## config.mk

```make
export PLATFORM = sky130hd
export DESIGN_NAME = capture_reload_timer
export DESIGN_NICKNAME = d
export VERILOG_FILES = /design/src/crt_pkg.sv /design/src/capture_reload_timer.sv
export SDC_FILE = /design/constraint.sdc
export NUM_CORES = 1
export LEC_CHECK = 0
export BUFFER_PORTS_ARGS = -buffer_cell sky130_fd_sc_hd__buf_2
export CAP_MARGIN = 20
export CORE_MARGIN = 5
export CORE_UTILIZATION = 50
export DETAILED_ROUTE_END_ITERATION = 7
export GPL_ROUTABILITY_DRIVEN = 0
export PLACE_DENSITY_LB_ADDON = 0.15
export SLEW_MARGIN = 0
export SYNTH_ARGS = -nofsm -noshare
export SYNTH_HDL_FRONTEND = slang
export SYNTH_SLANG_ARGS = --single-unit
```

## constraint.sdc

```tcl
create_clock -name clk_sys -period 4.1 [get_ports clk_sys]
set_input_delay 0.82 -clock clk_sys [delete_from_list [all_inputs] [get_ports clk_sys]]
set_output_delay 0.82 -clock clk_sys [all_outputs]
set_load 0.01 [all_outputs]
```

## src/crt_pkg.sv

```systemverilog
// Package with register map, field positions and carrier types of the capture/reload timer.
package crt_pkg;
  localparam logic [7:0] TIMER_CONTROL_ADDR = 8'h00_C8;
  localparam logic [7:0] TIMER_MODE_CONTROL_ADDR = 8'h00_C9;
  localparam logic [7:0] CAPTURE_RELOAD_LOW_ADDR = 8'h00_CA;
  localparam logic [7:0] CAPTURE_RELOAD_HIGH_ADDR = 8'h00_CB;
  localparam logic [7:0] COUNT_LOW_ADDR = 8'h00_CC;
  localparam logic [7:0] COUNT_HIGH_ADDR = 8'h00_CD;
  localparam logic [7:0] TIMER_CONTROL_RESET = 8'h00_00;
  localparam logic [7:0] TIMER_MODE_CONTROL_RESET = 8'h00_00;
  localparam logic [7:0] BYTE_RESET = 8'h00_00;
  // Bit positions in timer_control.
  localparam int CTL_OVERFLOW_FLAG = 7;
  localparam int CTL_EXTERNAL_EVENT_FLAG = 6;
  localparam int CTL_RX_BAUD_SELECT = 5;
  localparam int CTL_TX_BAUD_SELECT = 4;
  localparam int CTL_TRIGGER_ENABLE = 3;
  localparam int CTL_RUN_CONTROL = 2;
  localparam int CTL_TIMER_COUNTER_SELECT = 1;
  localparam int CTL_CAPTURE_RELOAD_SELECT = 0;
  // Bit positions in timer_mode_control.
  localparam int MOD_AUTO_CLEAR_EXT_IRQ5 = 7;
  localparam int MOD_AUTO_CLEAR_EXT_IRQ2 = 4;
  localparam int MOD_CAPTURE_RESET_ENABLE = 2;
  localparam int MOD_CLOCK_OUT_ENABLE = 1;
  localparam int MOD_DOWN_COUNT_ENABLE = 0;
  // Baud generator mode advances once every this many clocks.
  localparam int BAUD_TICK_CYCLES = 2;
  localparam int SLOW_TICK_CYCLES_DEFAULT = 12;

  typedef struct packed {
    logic [7:0] addr;
    logic [7:0] wdata;
    logic write;
    logic read;
  } reg_req_t;

  typedef struct packed {
    logic [2:0] countPin;
    logic [2:0] triggerPin;
    logic countSync;
    logic trigSync;
    logic [3:0] divCount;
    logic baudPhase;
    logic [7:0] control;
    logic [7:0] modeControl;
    logic [15:0] reload;
    logic [15:0] count;
    logic [7:0] rdata;
    logic rxBaudTick;
    logic txBaudTick;
    logic clockOut;
    logic timerIrq;
  } crt_state_t;
endpackage : crt_pkg

```

## src/capture_reload_timer.sv

```systemverilog
// Sixteen-bit capture/reload timer with baud generator and clock-out.
// Operation
// Overflow flag sets on rollover, or on count equal to reload when counting down.
// Hardware sets overflow flag only if both baud selects are 0; software writes it.
// External event flag sets on trigger falling edge or overflow per mode bits.
// External event flag set by software or edge raises timer interrupt if enabled.
// Receive baud select picks this timer for receive time base and forces baud mode.
// Transmit baud select picks this timer for transmit time base and forces baud mode.
// Trigger pin ignored unless trigger enabled and timer not generating baud clocks; its level still sets down-count direction with trigger disabled.
// Run control starts and stops counting; stopping keeps the count.
// Timer select 0 counts internal ticks at selected rate; 1 counts pin falling edges.
// Baud generator mode advances the count once every 2 clocks.
// Any baud select forces auto-reload on every overflow, ignoring capture select.
// Capture select 0 reloads on overflow and on enabled trigger falling edge; the code skips the trigger reload while down-count enable is set.
// Capture select 1 copies the count into capture registers on enabled trigger edge; the code skips the capture while down-count enable is set.
// Capture-reset enable clears the counter after a capture.
// Clock-out enable switches the clock output on and off.
// Down-count enable with trigger level sets direction in auto-reload mode.
// Low capture byte takes low count, high capture byte takes high count.
// Capture registers form the 16-bit reload value in auto-reload mode.
// Auto-clear bits for external interrupts 2 to 5 clear flags on service entry.
// Counter is 16 bits, low byte 7:0, high byte 15:8; rollover from all ones overflows.
// With down-count on, count up while trigger high and down while low.
//
// The plain strobed port was left to the implementer.
`timescale 1ns/1ps
module capture_reload_timer #(
  parameter int SLOW_TICK_CYCLES = crt_pkg::SLOW_TICK_CYCLES_DEFAULT
) (
  input wire logic clk_sys,
  input wire logic reset,
  input wire crt_pkg::reg_req_t regReq,
  output logic [7:0] regRdata,
  input wire logic countInputPin,
  input wire logic triggerPin,
  input wire logic tickRateSelect,
  input wire logic timerIrqEnable,
  output logic timerIrq,
  output logic rxBaudTick,
  output logic txBaudTick,
  output logic clockOut,
  output logic clockOutEnable,
  output logic [3:0] autoClearExtIrq
);
  import crt_pkg::*;

  crt_state_t state_q;
  crt_state_t state_d;

  logic baudMode;
  logic countFall;
  logic trigFall;
  logic trigLevel;
  logic slowTick;
  logic advance;
  logic downMode;
  logic atRollover;
  logic atReloadDown;
  logic overflow;
  logic trigAction;
  logic setOverflowFlag;
  logic setEventFlag;
  logic runOn;
  logic [15:0] nextCount;

  always_comb begin
    state_d = state_q;
    // Only the second and third stages are compared, so the first never feeds logic.
    state_d.countPin = {state_q.countPin[1:0], countInputPin};
    state_d.triggerPin = {state_q.triggerPin[1:0], triggerPin};
    // A level is taken only when two stages agree, so a one-cycle glitch never counts.
    if (state_q.countPin[2] == state_q.countPin[1]) begin
      state_d.countSync = state_q.countPin[2];
    end
    if (state_q.triggerPin[2] == state_q.triggerPin[1]) begin
      state_d.trigSync = state_q.triggerPin[2];
    end
    countFall = state_q.countSync & ~state_d.countSync;
    trigFall = state_q.trigSync & ~state_d.trigSync;
    trigLevel = state_q.trigSync;
    baudMode = state_q.control[CTL_RX_BAUD_SELECT] | state_q.control[CTL_TX_BAUD_SELECT];
    runOn = state_q.control[CTL_RUN_CONTROL];
    slowTick = 1'b0;
    if (state_q.divCount == 4'(SLOW_TICK_CYCLES - 1)) begin
      state_d.divCount = 4'h0;
      slowTick = 1'b1;
    end else begin
      state_d.divCount = state_q.divCount + 4'h1;
    end
    state_d.baudPhase = ~state_q.baudPhase;
    if (!runOn) begin
      advance = 1'b0;
    end else if (baudMode) begin
      advance = state_q.baudPhase;
    end else if (state_q.control[CTL_TIMER_COUNTER_SELECT]) begin
      advance = countFall;
    end else begin
      advance = tickRateSelect | slowTick;
    end
    // Down counting is only meaningful in plain auto-reload, not with baud clocks.
    downMode = state_q.modeControl[MOD_DOWN_COUNT_ENABLE] & ~baudMode
      & ~state_q.control[CTL_CAPTURE_RELOAD_SELECT] & ~trigLevel;
    atRollover = state_q.count == 16'hFFFF;
    atReloadDown = state_q.count == state_q.reload;
    overflow = advance & (downMode ? atReloadDown : atRollover);
    if (downMode) begin
      nextCount = atReloadDown ? 16'hFFFF : state_q.count - 16'h0001;
    end else if (overflow
        && (baudMode || !state_q.control[CTL_CAPTURE_RELOAD_SELECT])) begin
      nextCount = state_q.reload;
    end else begin
      nextCount = state_q.count + 16'h0001;
    end
    if (advance) begin
      state_d.count = nextCount;
    end
    trigAction = trigFall & state_q.control[CTL_TRIGGER_ENABLE] & ~baudMode;
    // Trigger edges only capture or reload when down counting is disabled.
    if (trigAction && !state_q.modeControl[MOD_DOWN_COUNT_ENABLE]) begin
      if (state_q.control[CTL_CAPTURE_RELOAD_SELECT]) begin
        state_d.reload = state_q.count;
        if (state_q.modeControl[MOD_CAPTURE_RESET_ENABLE]) begin
          state_d.count = 16'h0000;
        end
      end else begin
        state_d.count = state_q.reload;
      end
    end
    setOverflowFlag = overflow & ~baudMode;
    setEventFlag = (trigAction & ~state_q.modeControl[MOD_DOWN_COUNT_ENABLE])
      | (overflow & downMode);
    state_d.rxBaudTick = overflow & state_q.control[CTL_RX_BAUD_SELECT];
    state_d.txBaudTick = overflow & state_q.control[CTL_TX_BAUD_SELECT];
    if (overflow && state_q.modeControl[MOD_CLOCK_OUT_ENABLE]) begin
      state_d.clockOut = ~state_q.clockOut;
    end else if (!state_q.modeControl[MOD_CLOCK_OUT_ENABLE]) begin
      state_d.clockOut = 1'b0;
    end
    if (regReq.write) begin
      unique case (regReq.addr)
        TIMER_CONTROL_ADDR: state_d.control = regReq.wdata;
        TIMER_MODE_CONTROL_ADDR: state_d.modeControl = regReq.wdata;
        CAPTURE_RELOAD_LOW_ADDR: state_d.reload[7:0] = regReq.wdata;
        CAPTURE_RELOAD_HIGH_ADDR: state_d.reload[15:8] = regReq.wdata;
        COUNT_LOW_ADDR: state_d.count[7:0] = regReq.wdata;
        COUNT_HIGH_ADDR: state_d.count[15:8] = regReq.wdata;
        default: ;
      endcase
    end
    // A hardware event beats a software clear in the same cycle.
    if (setOverflowFlag) begin
      state_d.control[CTL_OVERFLOW_FLAG] = 1'b1;
    end
    if (setEventFlag) begin
      state_d.control[CTL_EXTERNAL_EVENT_FLAG] = 1'b1;
    end
    // Registered, so the request is a level that stands until software clears both flags or timerIrqEnable goes low.
    state_d.timerIrq = timerIrqEnable
      & (state_d.control[CTL_OVERFLOW_FLAG] | state_d.control[CTL_EXTERNAL_EVENT_FLAG]);
    state_d.rdata = 8'h00_00;
    if (regReq.read) begin
      unique case (regReq.addr)
        TIMER_CONTROL_ADDR: state_d.rdata = state_q.control;
        TIMER_MODE_CONTROL_ADDR: state_d.rdata = state_q.modeControl;
        CAPTURE_RELOAD_LOW_ADDR: state_d.rdata = state_q.reload[7:0];
        CAPTURE_RELOAD_HIGH_ADDR: state_d.rdata = state_q.reload[15:8];
        COUNT_LOW_ADDR: state_d.rdata = state_q.count[7:0];
        COUNT_HIGH_ADDR: state_d.rdata = state_q.count[15:8];
        default: state_d.rdata = 8'h00_00;
      endcase
    end
  end

  always_ff @(posedge clk_sys or posedge reset) begin
    if (reset) begin
      state_q <= '0;
    end else begin
      state_q <= state_d;
    end
  end

  assign regRdata = state_q.rdata;
  assign timerIrq = state_q.timerIrq;
  assign rxBaudTick = state_q.rxBaudTick;
  assign txBaudTick = state_q.txBaudTick;
  assign clockOut = state_q.clockOut;
  assign clockOutEnable = state_q.modeControl[MOD_CLOCK_OUT_ENABLE];
  assign autoClearExtIrq = state_q.modeControl[MOD_AUTO_CLEAR_EXT_IRQ5:MOD_AUTO_CLEAR_EXT_IRQ2];
endmodule : capture_reload_timer

```

Yosys cells after proc, flatten, opt, wreduce, memory -nomap -nowiden

Cells that the tools add are included.

Output and inout bits: 17
Bits in read-only memories: 0
Memories kept: 0
Bits in writable memories: 0
Register bits: 73
Latch bits: 0

Magnitude comparators: 0
Equality and inequality tests: 12
Shifts and indexed selects: 0
Multiply operators: 0
Bitwise gates (word level): 26
Div/mod/pow operators: 0
Reduce and logical (&&, ||, !) cells: 8
Add/subtract/negate cells: 3
Multiplexer cells: 29

Operator list:

| kind                                                  | number |
|---|---|
| two-way mux 16 bit                                    | 7 |
| two-way mux 8 bit                                     | 7 |
| == test 8 bit, second input constant                  | 6 |
| two-way mux 48 bit                                    | 1 |
| one-hot mux 8 bit (6 select lines)                    | 1 |
| two-way mux 32 bit                                    | 1 |
| adder 16 x 1 -> 16 bit, second input constant         | 1 |
| == test 16 bit                                        | 1 |
| == test 16 bit, second input constant                 | 1 |
| subtractor 16 x 1 -> 16 bit, second input constant    | 1 |
| bitwise AND 1 bit                                     | 14 |
| two-way mux 1 bit                                     | 11 |
| NOT 1 bit                                             | 8 |
| adder 4 x 1 -> 4 bit, second input constant           | 1 |
| == test 4 bit, second input constant                  | 1 |
| two-way mux 4 bit                                     | 1 |
| OR 1 bit                                              | 4 |
| AND reduction 2 bit                                   | 2 |
| logical AND 1 bit                                     | 3 |
| == test 1 bit                                         | 2 |
| zero test 1 bit                                       | 2 |
| inequality test 2 x 1 -> 1 bit, second input constant | 1 |
| logical OR 1 bit                                      | 1 |

Logic depth before layout (Yosys ltp)

Depth in word-level cells: 20
Mapped depth: 10

Least setup slack after synthesis

Ideal clock, no wire load.

Path type: input to register
From: in regReq[10] (netlist bit)
To: reg state_q[26] (netlist bit)
Slack: 1,621 ps
Stages on the path: 8
Data arrival time: 2,396 ps
Cells stage by stage: buf_2 > nor2b_1 > nor2b_1 > and4_1 > buf_2 > a21oi_1 > a221o_1 > o22ai_1

RTL lines:

| element              | line                        | source |
|---|---|---|
| from (decl)          | capture_reload_timer.sv:32  | `input wire crt_pkg::reg_req_t regReq,` |
| to (signal assigned) | capture_reload_timer.sv:178 | `state_q <= state_d;` |
| to (decl)            | capture_reload_timer.sv:47  | `crt_state_t state_q;` |

==> metrics.yaml <==
ant_nets: 0
period_minus_slack_ns: 2.96
drv_cap: 0
yosysSeqAreaShare_pct: 37.5
worst_slew_pin_slew_ns: 1.03
die_h_um: 109
io_pins: 41
cts_sinks: 73
placed_area_um2: 4970
irDropWorstVdd_mv: 0.269
clkTransAtPathRegs_ns: 0.09
post_drt_via_cell_ratio: 6.30
synth_edf_count: 0
die_width_um: 109
crit_chain: "and3_4 > and4_4 > nor4b_1 > and3_1 > mux2i_1 > a221o_1 > a21oi_1"
combPwrFrac_pct: 26.2
hold_viol: 0
critPathCaptureType: "register"
status: "completed"
postSynthAreaPerCell_um2: 8.91
clockRootBuffer: "clkbuf_8"
num_vias: 4325
power_density_nw_per_um2: 441
rr_endpoint: "state_q[19]$_DFF_PP0_"
cp_slowest_stage_delay_ns: 0.74
grt_pass1_wl_um: 23500
finalCritPeriodShare_pct: 72.2
crit_family: "simple AND/OR/NAND/NOR gates"
wl_per_cell_um: 21.5
htree_num_levels: 3
drive_gt1_share_pct: 17.9
finalSetupTns_ns: 0
dp_hpwl_um: 10300
rows: 36
yosys_warnings: 0
final_cell_mix: "dfrtp_1, nor2_1, a21oi_1"
cts_resized: 0
dr.pass1.iters: 5
path_buf_inv: 0
core-area_um2: 9640
grt_remaining_overflow: 0
port_buffers: 40
synth_ff_type: "dfrtp_1"
clk_latency_ns: 0.37
crit_required_ns: 4.39
cts_setup_buffers: 0
slew_violations: 0
p_leak_nw: 2.25
clock_power_share_pct: 27.2
synthesis.nets: 574
first_global_vias: 4215
design.die.area_um2: 11800
path_max_fanout: 19
synth.distinct_cells: 64
rsz0062_at_grt: "false"
area_growth_pct: 6.34
sw_frac_of_total_pct: 39.8
critPathArrivalTime_ns: 3.25
drc: 0
critPathKind: "reg2reg"
nets: 576
slew_headroom_pct: 31.3
holdPathEnd: "state_d[69]$_DFF_PP0_"
cp_slowest_cell: "and3_1"
setup_slack_ns: 1.14
cts_buffer_depth: 2
ys_async_sr_fraction_pct: 100
syn_inst: 547
antenna_found_initial: 0
cp-start-kind: "register"
dp_worst_setup_slack_ns: 1.09
n_antenna_cell: 0
power_switching_w: 0.000908
hold_class: "reg2reg"
p_seq_share_pct: 46.7
grtUsageTotal_pct: 26.5
fin_area_um2: 5180
numCtsBuffers: 9
synth_area_um2: 4870
ys_seq_elements: 73
mostFrequentLayoutCell: "dfrtp_1"
hold_buffers: 0
wl_um: 14800
finalClockSkew_ns: 0.0121
r2r_setup_slack_ns: 1.14
hp-start: "state_d[68]$_DFF_PP0_"
fill_cells: 932
drt_iter0_drc: 436
p_int_w: 0.00138
r2r-start: "state_q[22]$_DFF_PP0_"
setup_viol: 0
fmax_mhz: 338
cts_tree: "yes"
rr_worst_depth: 7
grt_max_degree: 74
initial_core_util_pct: 50.5
whs_path_depth: 0
-- worst max path at each step --
stage                                     endpoint                  start  cells past startpoint
floorplan           autoClearExtIrq[0]$_DFFE_PP0P_                  reset                      1
global placement             state_q[22]$_DFF_PP0_             regReq[10]                      7
detailed placement           state_q[22]$_DFF_PP0_             regReq[10]                      7
CTS                          state_q[19]$_DFF_PP0_  state_q[22]$_DFF_PP0_                      7
global route                 state_q[25]$_DFF_PP0_  state_q[22]$_DFF_PP0_                      7
finish                       state_q[19]$_DFF_PP0_  state_q[22]$_DFF_PP0_                      7
-- stage by stage --
stage | total power (W) | std cells | hold WS (ns) | util [%]
6_report | 0.00228 | 687 | 0.355 | 53.8
5_1_grt | 0.00241 | 687 | 0.367 | 53.8
4_1_cts | 0.00227 | 687 | 0.356 | 53.8
3_5_place_dp | 0.00165 | 671 | 0.335 | 51.6
3_3_place_gp | 0.00164 | 671 | 0.334 | 51.6
2_1_floorplan | 0.00149 | 547 | 0.331 | -
-- cell families (layout without fill, tap and decap cells) --
group / Yosys count / in the layout / synth area share (%)
multiplexers: 42 / 42 / 9.27
XOR/XNOR: 38 / 38 / 6.83
AND/OR/NAND/NOR: 191 / 191 / 19.9
AO/OA/AOI/OAI: 130 / 130 / 18.0
flip-flops: 73 / 73 / 37.5
adder cells (fa/ha/maj): 5 / 5 / 1.18
buffers and inverters: 68 / 75 / 7.40
-- power groups by stage --
| stage | sequential [W] | combinational (W) | clock [W] |
|---|---|---|---|
| after CTS | 0.00105 | 0.000592 | 0.000627 |
| after global routing | 0.00108 | 0.000655 | 0.000670 |
| after detailed placement | 0.00107 | 0.000584 | 0 |
| final | 0.00107 | 0.000597 | 0.000620 |
| after global placement | 0.00106 | 0.000573 | 0 |
| after floorplan | 0.000874 | 0.000617 | 0 |
-- layer usage --
metal | routed length [um] | up-vias | GRT usage [%] | part of all wire (%)
li1 | - | 1961 | - | -
met1 | 6380 | 2083 | 36.4 | 43
met2 | 6470 | 232 | 39.4 | 44
met3 | 1350 | 49 | 7.05 | 9.2
met4 | 586 | 0 | 10.9 | 4.0
met5 | 0 | - | 0 | 0
-- worst register-to-register path, stage by stage (launching register included) --
cell and delay [ns]:
dfrtp_1 0.61, and3_4 0.28, and4_4 0.25, nor4b_1 0.33, and3_1 0.74, mux2i_1 0.17, a221o_1 0.37, a21oi_1 0.14
-- flip-flops by register name (all words and copies together), names as in the netlist --
signal / count
state_q: 50
regRdata: 8
autoClearExtIrq: 4
state_d: 4
clockOut: 1
clockOutEnable: 1
runOn: 1
rxBaudTick: 1
timerIrq: 1
trigLevel: 1
txBaudTick: 1
-- synth_stat cells (all sizes together), types with 4 or more instances --
cell type   n  share of area [%]
mux2       25                5.8
xnor2      13                2.3
a21oi      52                5.3
a221oi      6                1.1
nand4       9                1.2
a211oi      6               0.92
nand4b      4               0.72
nand3      17                1.7
xor2       25                4.5
a221o       6                1.2
nand2      43                3.3
nor2       57                4.4
or3         4               0.54
o21ai      20                2.1
buf        29                4.0
dfrtp      73                 37
and2        4               0.51
clkbuf     26                2.4
nor3       13                1.5
nor2b       4               0.51
a22o        8                1.4
mux2i      17                3.5
inv        13                1.0
o22ai       4               0.51
a22oi       8                1.3
nor4       10                1.4
and3       13                1.8
-- area by class of cell --
type / count / area (um2) / share of cell area (%)
multi-input combinational: 406 / 2690 / 51.8
timing repair buffer: 46 / 245 / 4.73
sequential: 73 / 1830 / 35.3
clock inverter: 7 / 85.1 / 1.64
tap: 133 / 166 / 3.21
inverter: 13 / 48.8 / 0.942
clock buffer: 9 / 124 / 2.39
(Power assumes the default switching activity.)
